==> src/rtl/fcm_pkg.sv <==
// package of the fuse controller configuration front end
// assumes a single 10 MHz clock domain and a word-wide register port
package fcm_pkg;
    // ------------------------------------------------------------
    // register offsets (byte addresses)
    // ------------------------------------------------------------
    localparam logic [7:0] FCM_OFS_MODE = 8'h00;
    localparam logic [7:0] FCM_OFS_SRD_LOCK = 8'h04;
    localparam logic [7:0] FCM_OFS_SPG_LOCK = 8'h08;
    localparam logic [7:0] FCM_OFS_NRD_LOCK = 8'h0C;
    localparam logic [7:0] FCM_OFS_NPG_LOCK = 8'h10;
    localparam logic [7:0] FCM_OFS_IRQ_EN = 8'h14;
    localparam logic [7:0] FCM_OFS_IRQ_ST = 8'h18;
    localparam logic [7:0] FCM_OFS_USER = 8'h1C;
    localparam logic [7:0] FCM_OFS_AUTO = 8'h24;
    // ------------------------------------------------------------
    // field positions and reset values
    // ------------------------------------------------------------
    localparam int FCM_MODE_SW = 0;
    localparam int FCM_MODE_CSB_POL = 1;
    localparam int FCM_MODE_PGENB_POL = 2;
    localparam int FCM_MODE_LOAD_POL = 3;
    localparam int FCM_MODE_STROBE_POL = 4;
    localparam int FCM_MODE_PG_EN = 5;
    localparam int FCM_MODE_RD_EN = 6;
    localparam logic [6:0] FCM_MODE_RST = 7'h06;
    localparam int FCM_USR_CSB = 0;
    localparam int FCM_USR_STROBE = 1;
    localparam int FCM_USR_LOAD = 2;
    localparam int FCM_USR_PGENB = 3;
    localparam int FCM_ADDR_LSB = 16;
    localparam logic [3:0] FCM_USR_RST = 4'h9;
    localparam int FCM_AUTO_ENB = 0;
    localparam int FCM_AUTO_READ = 1;
    localparam int FCM_IRQ_W = 13;
    // status and enable bit positions
    localparam int FCM_EV_DONE = 0;
    localparam int FCM_EV_SEQ_NS_X = 1;
    localparam int FCM_EV_SEQ_S_X = 2;
    localparam int FCM_EV_SW_NS_X = 3;
    localparam int FCM_EV_SW_S_X = 4;
    localparam int FCM_EV_SEQ_NS_RD = 5;
    localparam int FCM_EV_SW_NS_RD = 9;
    // ------------------------------------------------------------
    // timing
    // ------------------------------------------------------------
    localparam int FCM_CLK_NS = 100;
    localparam int FCM_PROG_STROBE_NS = 10000;
    localparam int FCM_PROG_STROBE_CYC = (FCM_PROG_STROBE_NS + FCM_CLK_NS - 1) / FCM_CLK_NS;
    localparam int FCM_READ_STROBE_CYC = 2;
    localparam int FCM_SETUP_CYC = 1;
    // ------------------------------------------------------------
    // types
    // ------------------------------------------------------------
    typedef enum logic [1:0] {FCM_IDLE, FCM_SETUP, FCM_PULSE, FCM_HOLD} fcm_seq_t;
    typedef struct packed {
        logic [9:0] addr;
        logic csb;
        logic strobe;
        logic load;
        logic pgenb;
    } fcm_macro_t;
    typedef struct packed {
        logic [6:0] mode;
        logic srd_lock;
        logic spg_lock;
        logic nrd_lock;
        logic npg_lock;
        logic [12:0] irq_en;
        logic [12:0] irq_st;
        logic [9:0] uaddr;
        logic [3:0] uctl;
        logic uarm;
        logic [9:0] aaddr;
        logic aread;
        logic aenb;
        fcm_seq_t seq;
        logic [7:0] cnt;
        fcm_macro_t mac;
        logic [31:0] rdata;
        logic irq;
    } fcm_state_t;
endpackage

==> src/rtl/fcm_ctrl.sv <==
// fuse controller front end: mode, polarity, locks, interrupts, sequencer
// assumes the fuse macro samples its lines on this clock and the bus
// master follows the one-cycle strobe protocol with no wait states
//
// Chosen here: the strobed register port.
`timescale 1ns/1ps

module fcm_ctrl
    import fcm_pkg::*;
#(
    parameter int PROG_CYC = FCM_PROG_STROBE_CYC,
    parameter int READ_CYC = FCM_READ_STROBE_CYC
) (
    input wire logic i_mclk,
    input wire logic i_rst_b,
    input wire logic [7:0] i_addr,
    input wire logic [31:0] i_wdata,
    input wire logic i_wr,
    input wire logic i_rd,
    input wire logic i_secure,
    input wire logic i_region_secure,
    output logic [31:0] o_rdata,
    output fcm_macro_t o_macro,
    output logic o_busy,
    output logic o_irq
);

    // ------------------------------------------------------------
    // helpers
    // ------------------------------------------------------------
    // violation events for one access; cross-world wins over lock
    function automatic logic [12:0] fcm_viol(input logic sw, input logic rd,
        input logic sec, input logic reg_sec, input logic [3:0] lk);
        logic [12:0] ev;
        logic [1:0] ofs;
        int base;
        ev = '0;
        ofs = {sec, ~rd};
        base = sw ? FCM_EV_SW_NS_RD : FCM_EV_SEQ_NS_RD;
        if (sec != reg_sec) begin
            if (sw) ev[sec ? FCM_EV_SW_S_X : FCM_EV_SW_NS_X] = 1'b1;
            else ev[sec ? FCM_EV_SEQ_S_X : FCM_EV_SEQ_NS_X] = 1'b1;
        end else if (lk[ofs]) begin
            ev[base + int'(ofs)] = 1'b1;
        end
        return ev;
    endfunction

    // lock bits indexed by {secure, program}
    function automatic logic [3:0] fcm_locks(input fcm_state_t s);
        return {s.spg_lock, s.srd_lock, s.npg_lock, s.nrd_lock};
    endfunction

    fcm_state_t st_reg;
    fcm_state_t st_next;
    logic [12:0] ev_set;
    logic [12:0] ev_clr;
    logic sw_mode;
    logic a_rd, a_pg;
    logic [7:0] strobe_len;

    // ------------------------------------------------------------
    // next state
    // ------------------------------------------------------------
    always_comb begin
        st_next = st_reg;
        ev_set = '0;
        ev_clr = '0;
        sw_mode = st_reg.mode[FCM_MODE_SW];
        strobe_len = st_reg.aread ? 8'(READ_CYC) : 8'(PROG_CYC);
        a_rd = 1'b0;
        a_pg = 1'b0;
        st_next.rdata = '0;
        // register writes
        if (i_wr) begin
            case (i_addr)
                FCM_OFS_MODE: st_next.mode = i_wdata[6:0];
                FCM_OFS_SRD_LOCK: st_next.srd_lock = i_wdata[0];
                FCM_OFS_SPG_LOCK: st_next.spg_lock = i_wdata[0];
                FCM_OFS_NRD_LOCK: st_next.nrd_lock = i_wdata[0];
                FCM_OFS_NPG_LOCK: st_next.npg_lock = i_wdata[0];
                FCM_OFS_IRQ_EN: st_next.irq_en = i_wdata[12:0];
                FCM_OFS_IRQ_ST: ev_clr = i_wdata[12:0];
                FCM_OFS_USER: begin
                    st_next.uaddr = i_wdata[FCM_ADDR_LSB +: 10];
                    st_next.uctl = i_wdata[3:0];
                    // rising strobe request is checked once, then held
                    if (i_wdata[FCM_USR_STROBE] && !st_reg.uctl[FCM_USR_STROBE]) begin
                        a_rd = i_wdata[FCM_USR_LOAD] && i_wdata[FCM_USR_PGENB]
                            && !i_wdata[FCM_USR_CSB];
                        a_pg = !i_wdata[FCM_USR_LOAD] && !i_wdata[FCM_USR_PGENB]
                            && !i_wdata[FCM_USR_CSB];
                        if (a_rd || a_pg)
                            ev_set = fcm_viol(1'b1, a_rd, i_secure, i_region_secure,
                                fcm_locks(st_reg));
                        st_next.uarm = sw_mode && ev_set == '0
                            && ((a_rd && st_reg.mode[FCM_MODE_RD_EN])
                            || (a_pg && st_reg.mode[FCM_MODE_PG_EN]));
                        if (!sw_mode) ev_set = '0;
                    end
                end
                FCM_OFS_AUTO: begin
                    // settings are frozen while a sequence runs
                    if (st_reg.seq == FCM_IDLE && !sw_mode) begin
                        st_next.aaddr = i_wdata[FCM_ADDR_LSB +: 10];
                        st_next.aread = i_wdata[FCM_AUTO_READ];
                        if (i_wdata[FCM_AUTO_ENB]) begin
                            ev_set = fcm_viol(1'b0, i_wdata[FCM_AUTO_READ], i_secure,
                                i_region_secure, fcm_locks(st_reg));
                            if (ev_set == '0) begin
                                st_next.aenb = 1'b1;
                                st_next.seq = FCM_SETUP;
                                st_next.cnt = 8'(FCM_SETUP_CYC);
                            end
                        end
                    end
                end
                default: ;
            endcase
        end
        // register reads, answered one cycle later
        if (i_rd) begin
            case (i_addr)
                FCM_OFS_MODE: st_next.rdata = {25'h0, st_reg.mode};
                FCM_OFS_SRD_LOCK: st_next.rdata = {31'h0, st_reg.srd_lock};
                FCM_OFS_SPG_LOCK: st_next.rdata = {31'h0, st_reg.spg_lock};
                FCM_OFS_NRD_LOCK: st_next.rdata = {31'h0, st_reg.nrd_lock};
                FCM_OFS_NPG_LOCK: st_next.rdata = {31'h0, st_reg.npg_lock};
                FCM_OFS_IRQ_EN: st_next.rdata = {19'h0, st_reg.irq_en};
                FCM_OFS_IRQ_ST: st_next.rdata = {19'h0, st_reg.irq_st};
                FCM_OFS_USER: st_next.rdata = {6'h0, st_reg.uaddr, 12'h0, st_reg.uctl};
                FCM_OFS_AUTO: st_next.rdata = {6'h0, st_reg.aaddr, 14'h0,
                    st_reg.aread, st_reg.aenb};
                default: st_next.rdata = '0;
            endcase
        end
        // falling strobe request disarms the software strobe
        if (!st_next.uctl[FCM_USR_STROBE]) st_next.uarm = 1'b0;
        // a held strobe drops once its permit goes or its lines change, so an
        // armed read can never be turned into an unchecked program pulse
        if (st_reg.uarm && st_next.uarm) begin
            if (st_next.uctl != st_reg.uctl || !st_next.mode[FCM_MODE_SW])
                st_next.uarm = 1'b0;
            if (st_next.uctl[FCM_USR_LOAD] && !st_next.mode[FCM_MODE_RD_EN])
                st_next.uarm = 1'b0;
            if (!st_next.uctl[FCM_USR_LOAD] && !st_next.mode[FCM_MODE_PG_EN])
                st_next.uarm = 1'b0;
        end
        // automatic sequencer
        case (st_reg.seq)
            FCM_IDLE: ;
            FCM_SETUP: begin
                if (st_reg.cnt <= 8'h01) begin
                    st_next.seq = FCM_PULSE;
                    st_next.cnt = strobe_len;
                end else st_next.cnt = st_reg.cnt - 8'h01;
            end
            FCM_PULSE: begin
                if (st_reg.cnt <= 8'h01) begin
                    st_next.seq = FCM_HOLD;
                    st_next.cnt = 8'(FCM_SETUP_CYC);
                end else st_next.cnt = st_reg.cnt - 8'h01;
            end
            FCM_HOLD: begin
                if (st_reg.cnt <= 8'h01) begin
                    st_next.seq = FCM_IDLE;
                    st_next.aenb = 1'b0;
                    ev_set[FCM_EV_DONE] = 1'b1;
                end else st_next.cnt = st_reg.cnt - 8'h01;
            end
            default: st_next.seq = FCM_IDLE;
        endcase
        // set wins over a simultaneous write-one clear
        st_next.irq_st = (st_reg.irq_st & ~ev_clr) | ev_set;
        // macro lines
        if (st_next.mode[FCM_MODE_SW]) begin
            st_next.mac.addr = st_next.uaddr;
            st_next.mac.csb = st_next.uctl[FCM_USR_CSB];
            st_next.mac.load = st_next.uctl[FCM_USR_LOAD];
            st_next.mac.pgenb = st_next.uctl[FCM_USR_PGENB];
            // blocked strobe sits at its inactive level
            st_next.mac.strobe = st_next.uarm ? st_next.uctl[FCM_USR_STROBE]
                : st_next.mode[FCM_MODE_STROBE_POL];
        end else begin
            // logical assert xor polarity, standby when idle
            st_next.mac.addr = st_next.aaddr;
            st_next.mac.csb = (st_next.seq != FCM_IDLE)
                ^ st_next.mode[FCM_MODE_CSB_POL];
            st_next.mac.load = (st_next.seq != FCM_IDLE && st_next.aread)
                ^ st_next.mode[FCM_MODE_LOAD_POL];
            st_next.mac.pgenb = (st_next.seq != FCM_IDLE && !st_next.aread)
                ^ st_next.mode[FCM_MODE_PGENB_POL];
            st_next.mac.strobe = (st_next.seq == FCM_PULSE)
                ^ st_next.mode[FCM_MODE_STROBE_POL];
        end
        st_next.irq = |(st_next.irq_st & st_next.irq_en);
    end

    // ------------------------------------------------------------
    // state register
    // ------------------------------------------------------------
    always_ff @(posedge i_mclk or negedge i_rst_b) begin
        if (!i_rst_b) begin
            st_reg <= '0;
            st_reg.mode <= FCM_MODE_RST;
            st_reg.uctl <= FCM_USR_RST;
            st_reg.seq <= FCM_IDLE;
            st_reg.mac.csb <= 1'b1;
            st_reg.mac.pgenb <= 1'b1;
        end else begin
            st_reg <= st_next;
        end
    end

    assign o_rdata = st_reg.rdata;
    assign o_macro = st_reg.mac;
    assign o_busy = st_reg.seq != FCM_IDLE;
    assign o_irq = st_reg.irq;

    // ------------------------------------------------------------
    // checks
    // ------------------------------------------------------------
    property p_idle_standby;
        @(posedge i_mclk) disable iff (!i_rst_b)
        (!st_reg.mode[FCM_MODE_SW] && st_reg.seq == FCM_IDLE)
            |-> o_macro.csb == st_reg.mode[FCM_MODE_CSB_POL]
            && o_macro.strobe == st_reg.mode[FCM_MODE_STROBE_POL];
    endproperty
    a_idle_standby: assert property (p_idle_standby)
        else $error("auto idle lines not in standby");

    property p_rd_permit;
        @(posedge i_mclk) disable iff (!i_rst_b)
        (st_reg.mode[FCM_MODE_SW] && st_reg.uarm && o_macro.load)
            |-> st_reg.mode[FCM_MODE_RD_EN] || $past(st_reg.mode[FCM_MODE_RD_EN]);
    endproperty
    a_rd_permit: assert property (p_rd_permit)
        else $error("software read strobe without read permit");

    property p_pg_permit;
        @(posedge i_mclk) disable iff (!i_rst_b)
        (st_reg.mode[FCM_MODE_SW] && st_reg.uarm && !o_macro.load)
            |-> st_reg.mode[FCM_MODE_PG_EN] || $past(st_reg.mode[FCM_MODE_PG_EN]);
    endproperty
    a_pg_permit: assert property (p_pg_permit)
        else $error("software program strobe without program permit");

    property p_auto_strobe;
        @(posedge i_mclk) disable iff (!i_rst_b)
        (!st_reg.mode[FCM_MODE_SW] && st_reg.seq == FCM_PULSE)
            |-> o_macro.strobe != st_reg.mode[FCM_MODE_STROBE_POL];
    endproperty
    a_auto_strobe: assert property (p_auto_strobe)
        else $error("strobe not at active level during pulse");

    property p_lock_block;
        @(posedge i_mclk) disable iff (!i_rst_b)
        (i_wr && i_addr == FCM_OFS_AUTO && i_wdata[FCM_AUTO_ENB] && !sw_mode
            && st_reg.seq == FCM_IDLE && i_secure && i_region_secure
            && i_wdata[FCM_AUTO_READ] && st_reg.srd_lock)
            |=> st_reg.seq == FCM_IDLE && st_reg.irq_st[FCM_EV_SEQ_NS_RD + 2];
    endproperty
    a_lock_block: assert property (p_lock_block)
        else $error("locked secure read was started");

    property p_cross;
        @(posedge i_mclk) disable iff (!i_rst_b)
        (i_wr && i_addr == FCM_OFS_AUTO && i_wdata[FCM_AUTO_ENB] && !sw_mode
            && st_reg.seq == FCM_IDLE && !i_secure && i_region_secure)
            |=> !st_reg.aenb && st_reg.irq_st[FCM_EV_SEQ_NS_X];
    endproperty
    a_cross: assert property (p_cross)
        else $error("cross-world access not flagged");

    property p_done;
        @(posedge i_mclk) disable iff (!i_rst_b)
        (st_reg.seq == FCM_HOLD && st_reg.cnt <= 8'h01)
            |=> !st_reg.aenb && st_reg.irq_st[FCM_EV_DONE] && o_macro.csb
            == st_reg.mode[FCM_MODE_CSB_POL];
    endproperty
    a_done: assert property (p_done)
        else $error("sequence end did not clear enable or flag done");

    property p_w1c;
        @(posedge i_mclk) disable iff (!i_rst_b)
        (i_wr && i_addr == FCM_OFS_IRQ_ST && i_wdata[0] && st_reg.seq != FCM_HOLD)
            |=> !st_reg.irq_st[0];
    endproperty
    a_w1c: assert property (p_w1c)
        else $error("done flag not cleared by write one");

    property p_irq;
        @(posedge i_mclk) disable iff (!i_rst_b)
        o_irq == |(st_reg.irq_st & st_reg.irq_en);
    endproperty
    a_irq: assert property (p_irq)
        else $error("interrupt output disagrees with enabled status");

    property p_sw_pass;
        @(posedge i_mclk) disable iff (!i_rst_b)
        st_reg.mode[FCM_MODE_SW] |-> o_macro.addr == st_reg.uaddr
            && o_macro.csb == st_reg.uctl[FCM_USR_CSB];
    endproperty
    a_sw_pass: assert property (p_sw_pass)
        else $error("software levels not passed to macro");

    property p_sw_blocked;
        @(posedge i_mclk) disable iff (!i_rst_b)
        (st_reg.mode[FCM_MODE_SW] && !st_reg.uarm)
            |-> o_macro.strobe == st_reg.mode[FCM_MODE_STROBE_POL];
    endproperty
    a_sw_blocked: assert property (p_sw_blocked)
        else $error("unarmed software strobe left its inactive level");

    property p_busy_frozen;
        @(posedge i_mclk) disable iff (!i_rst_b)
        (st_reg.seq == FCM_SETUP || st_reg.seq == FCM_PULSE)
            |=> st_reg.aenb && $stable(st_reg.aaddr) && $stable(st_reg.aread);
    endproperty
    a_busy_frozen: assert property (p_busy_frozen)
        else $error("sequencer settings changed while running");

    property p_auto_lines;
        @(posedge i_mclk) disable iff (!i_rst_b)
        (!st_reg.mode[FCM_MODE_SW] && st_reg.seq == FCM_PULSE)
            |-> o_macro.csb != st_reg.mode[FCM_MODE_CSB_POL]
            && (o_macro.load != st_reg.mode[FCM_MODE_LOAD_POL]) == st_reg.aread
            && (o_macro.pgenb != st_reg.mode[FCM_MODE_PGENB_POL]) == !st_reg.aread;
    endproperty
    a_auto_lines: assert property (p_auto_lines)
        else $error("sequencer lines not in read or program combination");

endmodule

==> config.mk <==
export PLATFORM = sky130hd
export DESIGN_NAME = fcm_ctrl
export DESIGN_NICKNAME = d
export VERILOG_FILES = /design/src/rtl/fcm_pkg.sv /design/src/rtl/fcm_ctrl.sv
export SDC_FILE = /design/constraint.sdc
export NUM_CORES = 1
export LEC_CHECK = 0
export ABC_AREA = 1
export BUFFER_PORTS_ARGS = -buffer_cell sky130_fd_sc_hd__buf_2
export CORE_MARGIN = 3
export CORE_UTILIZATION = 50
export CTS_CLUSTER_DIAMETER = 50
export DETAILED_ROUTE_END_ITERATION = 10
export PLACE_DENSITY = 0.7
export REMOVE_ABC_BUFFERS = 1
export SYNTH_ARGS = -nofsm -noshare
export SYNTH_HDL_FRONTEND = slang
export SYNTH_SLANG_ARGS = --single-unit
==> constraint.sdc <==
create_clock -name i_mclk -period 2.4 [get_ports i_mclk]
set_input_delay 0 -clock i_mclk [delete_from_list [all_inputs] [get_ports i_mclk]]
set_output_delay 0 -clock i_mclk [all_outputs]
set_load 0.02 [all_outputs]
==> reports/results.ini, run 1 <==
[status]
status=finished, final reports clean

[synthesis]
synth_edf_count=0
synthAdderAreaFrac_pct=0.847
yosys-top-cells-count=220 x nand2_1, 106 x dfrtp_1, 61 x inv_1
synth.distinct_cells=46
synth_area_leaders=dfrtp_1 45%, nand2_1 14%, buf_4 5.8%
yosysMostFrequentCell=nand2_1
synth_area_leader_cell=dfrtp_1
synth_area_sq_um=5910
yosysWarnings=0
synth.top_cell.area_share_pct=44.9
synth.mux.area_fraction_pct=0
synth_compound_area_share_pct=11.6
synth_top_family_by_area=simple AND/OR/NAND/NOR gates
syn_area_per_cell_sq_um=8.16
async_flop_share_pct=100
synth-xor-area-share_pct=0.445
syn_inst=724
synthFlopType=dfrtp_1
synth_seq_cells=112
synth-simple-area-share_pct=27.3
ys_seq_area_share_pct=47.6

[timing]
rsz0062_at_grt=false
fin_worst_skew_ns=0.00522
setup_ws_ns=0.359
fin_crit_ns=2.04
final.period_utilization_pct=85.1
slew_violations=0
fmax_mhz=490
worstMarginPinSlew_ns=0.659
hold_viol=0
setup_violations=0
max-slew-margin-rel_pct=56.0
finalSetupTns_ns=0

[hold_path]
hp-class=in -> reg

[global_routing]
grt_start_max_net_pins=63
grt_pass1_vias=4745
grt_pass1_wl_um=23300
grt-ovfl-total=0
antenna_found_initial=0
track_usage_pct=22.3

[layout]
largest_register_ffs=74
n_antenna_cell=0
nFillCells=1042
area_growth_pct=12.5
fin_nets=833
drive_above_1_share_pct=20.6

[setup_path]
worst-path-max-fanout=13
arrival_ns=2.27
ff2ff_setup_slack_ns=0.47
worstSetupStartpointType=primary input
endpoint_kind=register
critical_path_class=in -> reg
cp.required_ns=2.63

[drt]
drc=0
drtIter0Drc=414
dr_total_vias=4970
wl_um=14200
wl_per_cell_um=15.2
vias_per_cell=5.34
antenna_left=0
first_pass_iters=5

[clocking]
cts-resized-gates=0
cts_tree=done
clock_sinks=112
cts_buffer_depth=2
cts-buffers-inserted=9
clk_latency_ns=0.35
clk_pin_slew_ns=0.08
cts_max_level=3
post_cts_buffers=0
cts_root_buf=clkbuf_16

[die]
num_rows=39
die_area_sq_um=13200
die_y_um=115
die_x_um=115
fp.coreArea_sq_um=11500
boundaryPins=94
start_util_pct=51.5

[job]
maxCapViolCount=0

[placement]
io_buffers=75
hpwl_um=9830
pre_cts_ws_ns=0.401
place_congestion=0.874

[power_and_ir_drop]
p_per_area_nw_per_um2=633
ir_drop_v=0.000637
leakagePower_nw=3.40
power_mw=4.21

-- final cells by class --
| cell class | instances | area (sq um) | share of cell area, % |
|---|---|---|---|
| multi-input combinational | 483 | 2400 | 36.2 |
| tap | 143 | 179 | 2.69 |
| clock buffer | 9 | 225 | 3.39 |
| inverter | 73 | 274 | 4.12 |
| timing repair buffer | 104 | 663 | 9.98 |
| clock inverter | 7 | 90.1 | 1.36 |
| sequential | 112 | 2810 | 42.3 |
-- critical path, cell delays in order --
cell and delay, ns:
dlygate4sd3_1 0.53, buf_2 0.16, inv_1 0.36, nand3_2 0.26, o21ai_0 0.33, a21oi_1 0.17, nand3_1 0.12, nand2_1 0.07
nand2_1 0.06, nand2_1 0.05, nor2_1 0.08, nand3_1 0.09
-- metrics by stage --
step,utilization (%),instance area [sq um],hold slack [ns],cells
after floorplan,-,5490,-0.296,668
after global placement,53.3,6110,-0.0559,893
after detailed placement,53.3,6110,-0.0488,893
after CTS,58.0,6650,0.0309,931
after global routing,58.0,6650,0.0572,931
final,58.0,6650,0.0519,931
-- worst paths after layout --
kind	start	end	depth (start not counted)
min in group asynchronous	i_rst_b	st_reg[104]	2
min reg2reg	st_reg[97]	st_reg[97]	2
max	i_wdata[0]	o_irq	12
min	i_wdata[1]	st_reg[85]	4
max reg2reg	st_reg[47]	o_macro[1]	12
max in group asynchronous	i_rst_b	o_macro[0]	3
-- report_power, final --
part	leakage (nW)	switching, mW	internal (mW)
Clock	0.147	0.737	0.834
Sequential	1.50	0.0865	2.00
Combinational	1.75	0.356	0.191
Total	3.40	1.18	3.03
-- kinds of logic (layout without fill, tap and decap cells) --
group | Yosys count | in the layout
flip-flops | 112 | 112
AND/OR/NAND/NOR | 356 | 356
XOR/XNOR | 3 | 3
buffers and inverters | 137 | 193
AO/OA/AOI/OAI | 111 | 111
other | 1 | 9
adder cells (fa/ha/maj) | 4 | 4
-- cell usage in the layout (no fill, tap or decap), types with 12 or more instances in the layout --
cell type | synthesis | layout
nand2_1 | 220 | 220
dfrtp_1 | 106 | 106
buf_2 | 9 | 74
inv_1 | 61 | 61
nand3_1 | 47 | 47
nor2_1 | 34 | 34
o21ai_0 | 32 | 32
a21oi_1 | 29 | 29
dlygate4sd3_1 | 0 | 22
o21ai_2 | 17 | 17
o21ai_1 | 13 | 13
inv_2 | 12 | 12
-- layer usage --
layer,routed length (um),part of all wire [%],GRT usage [%]
met1,6170,44,30.1
met2,6950,49,37.7
met3,884,6.2,3.49
met4,147,1.0,5.46
met5,0,0,0
-- what timing repair did --
item | 4_1_cts | 5_1_grt
setup endpoints to repair | 0 | 0
hold buffers | 22 | 0
endpoints found under the hold margin | 125 | 0
No activity file was read; power rests on OpenSTA's default activity.
==> run 2: changes to the inputs <==
==> constraint.sdc (replaced) <==
create_clock -name i_mclk -period 2.27 [get_ports i_mclk]
set_input_delay 0 -clock i_mclk [delete_from_list [all_inputs] [get_ports i_mclk]]
set_output_delay 0 -clock i_mclk [all_outputs]
set_load 0.02 [all_outputs]
==> reports/results.ini, run 2 (same netlist as run 1, synthesis figures left out) <==
[global_routing]
grt_pass1_vias=4902  ; +3.3%
grt-ovfl-total=0  ; unchanged
grt_pass1_wl_um=23100  ; -0.80%
antenna_found_initial=0  ; unchanged
grt_start_max_net_pins=113  ; +79%
track_usage_pct=22.2  ; -0.057 points

[placement]
io_buffers=75  ; unchanged
place_congestion=0.920  ; +5.3%
pre_cts_ws_ns=0.267  ; -0.134 ns
hpwl_um=9720  ; -1.2%

[setup_path]
rr_startpoint=st_reg[47]
cp.required_ns=2.48  ; -0.15 ns
critical_path_class=reg -> reg
worst-path-max-fanout=9  ; -4
arrival_ns=2.16  ; -0.11 ns
worstSetupStartpointType=register
ff2ff_path_depth=12  ; unchanged
endpoint_kind=register
ff2ff_setup_slack_ns=0.32  ; -0.15 ns
worstReg2RegEnd=o_macro[1]

[clocking]
clock_sinks=112  ; unchanged
cts_max_level=3  ; unchanged
clk_pin_slew_ns=0.08  ; about the same
cts_root_buf=clkbuf_16
cts-buffers-inserted=9  ; unchanged
clk_latency_ns=0.35  ; about the same
cts_tree=done
cts_buffer_depth=2  ; unchanged

[power_and_ir_drop]
ir_drop_v=0.000691  ; +8.5%
leakagePower_nw=3.45  ; +1.3%
p_per_area_nw_per_um2=691  ; +9.2%
power_mw=4.64  ; +10%

[drt]
wl_um=14400  ; +1.4%
dr_total_vias=4981  ; +0.22%
wl_per_cell_um=15.4  ; +0.99%
vias_per_cell=5.33  ; -0.21%
drtIter0Drc=425  ; +2.7%
antenna_left=0  ; unchanged
first_pass_iters=6  ; +1
drc=0  ; unchanged

[die]
die_y_um=115  ; unchanged
num_rows=39  ; unchanged
fp.coreArea_sq_um=11500  ; unchanged
boundaryPins=94  ; unchanged
die_x_um=115  ; unchanged
die_area_sq_um=13200  ; unchanged
start_util_pct=51.5  ; unchanged

[hold_path]
hp-class=in -> reg
hold_end=st_reg[99]
min_path_cells=3  ; -1
min-delay-start=i_wdata[2]

[timing]
fin_crit_ns=1.95
fin_worst_skew_ns=0.00811  ; +0.00289 ns
slew_violations=0  ; unchanged
final.period_utilization_pct=85.9
hold_viol=0  ; unchanged
fmax_mhz=513
worstMarginPinSlew_ns=0.677  ; +0.0177 ns
setup_violations=0  ; unchanged
finalSetupTns_ns=0  ; unchanged
rsz0062_at_grt=false
max-slew-margin-rel_pct=54.8  ; -1.2 points
setup_ws_ns=0.319  ; -0.0394 ns

[layout]
n_antenna_cell=0  ; unchanged
mostFrequentLayoutCell=nand2_1
drive_above_1_share_pct=21.0  ; +0.40 points
fin_nets=837  ; +0.48%
largest_register_ffs=74  ; unchanged
mostFrequentLayoutCells=220 x nand2_1, 106 x dfrtp_1, 74 x buf_2, 61 x inv_1, 47 x nand3_1
area_growth_pct=13.7

[job]
maxCapViolCount=0  ; unchanged

[status]
status=finished, final reports clean

run 2: worst max-delay path by stage:
stage	end	slack [ns]	depth (start not counted)	from
after floorplan	o_macro[1]	0.29	8	st_reg[56]
after global placement	o_macro[1]	0.34	10	i_secure
after detailed placement	o_macro[1]	0.27	10	i_secure
after CTS	o_macro[1]	0.33	12	st_reg[47]
after global routing	o_macro[1]	0.21	12	st_reg[47]
final	o_macro[1]	0.32	12	st_reg[47]
run 2: report_power, final:
part | switching, mW | internal [mW]
Sequential | 0.0939 | 2.12
Combinational | 0.388 | 0.207
Clock | 0.743 | 1.09
Total | 1.22 | 3.42
run 2: layout make-up:
class                   instances  area, sq um
clock inverters                 7          128
inverters                      73          274
multi-input cells             483         2400
fillers                      1014         4750
well taps                     143          179
flip-flops and latches        112         2810
clock buffers                   9          225
repair buffers                108          693
run 2: worst max-delay path, stage by stage, from the launching register on:
cell     delay, ns
dfrtp_1       0.37
inv_1         0.08
ha_1          0.24
nand3_2       0.13
nand2_2       0.08
nand2_4       0.09
inv_2         0.06
nand3_1       0.10
inv_2         0.08
o21ai_4       0.27
nand3_1       0.11
nand3_1       0.10
o21ai_0       0.11
run 2: routing by layer:
metal / GRT usage, % / routed length (um)
met1: 28.9 / 6330
met2: 38.0 / 7050
met3: 3.86 / 763
met4: 6.81 / 222
met5: 0 / 0
run 2: stage by stage:
stage / util, % / area (sq um) / hold slack, ns / cells
global route: 58.5 / 6710 / 0.0653 / 935
CTS: 58.5 / 6710 / 0.0431 / 935
finish: 58.5 / 6710 / 0.0548 / 935
global placement: 53.6 / 6140 / 0.123 / 897
detailed placement: 53.6 / 6140 / 0.128 / 897
floorplan: - / 5490 / -0.296 / 668
run 2: timing repair:
item	4_1_cts	5_1_grt
hold buffers	22	0
endpoints found under the hold margin	144	0
gates resized for setup	0	0
setup buffers	0	0
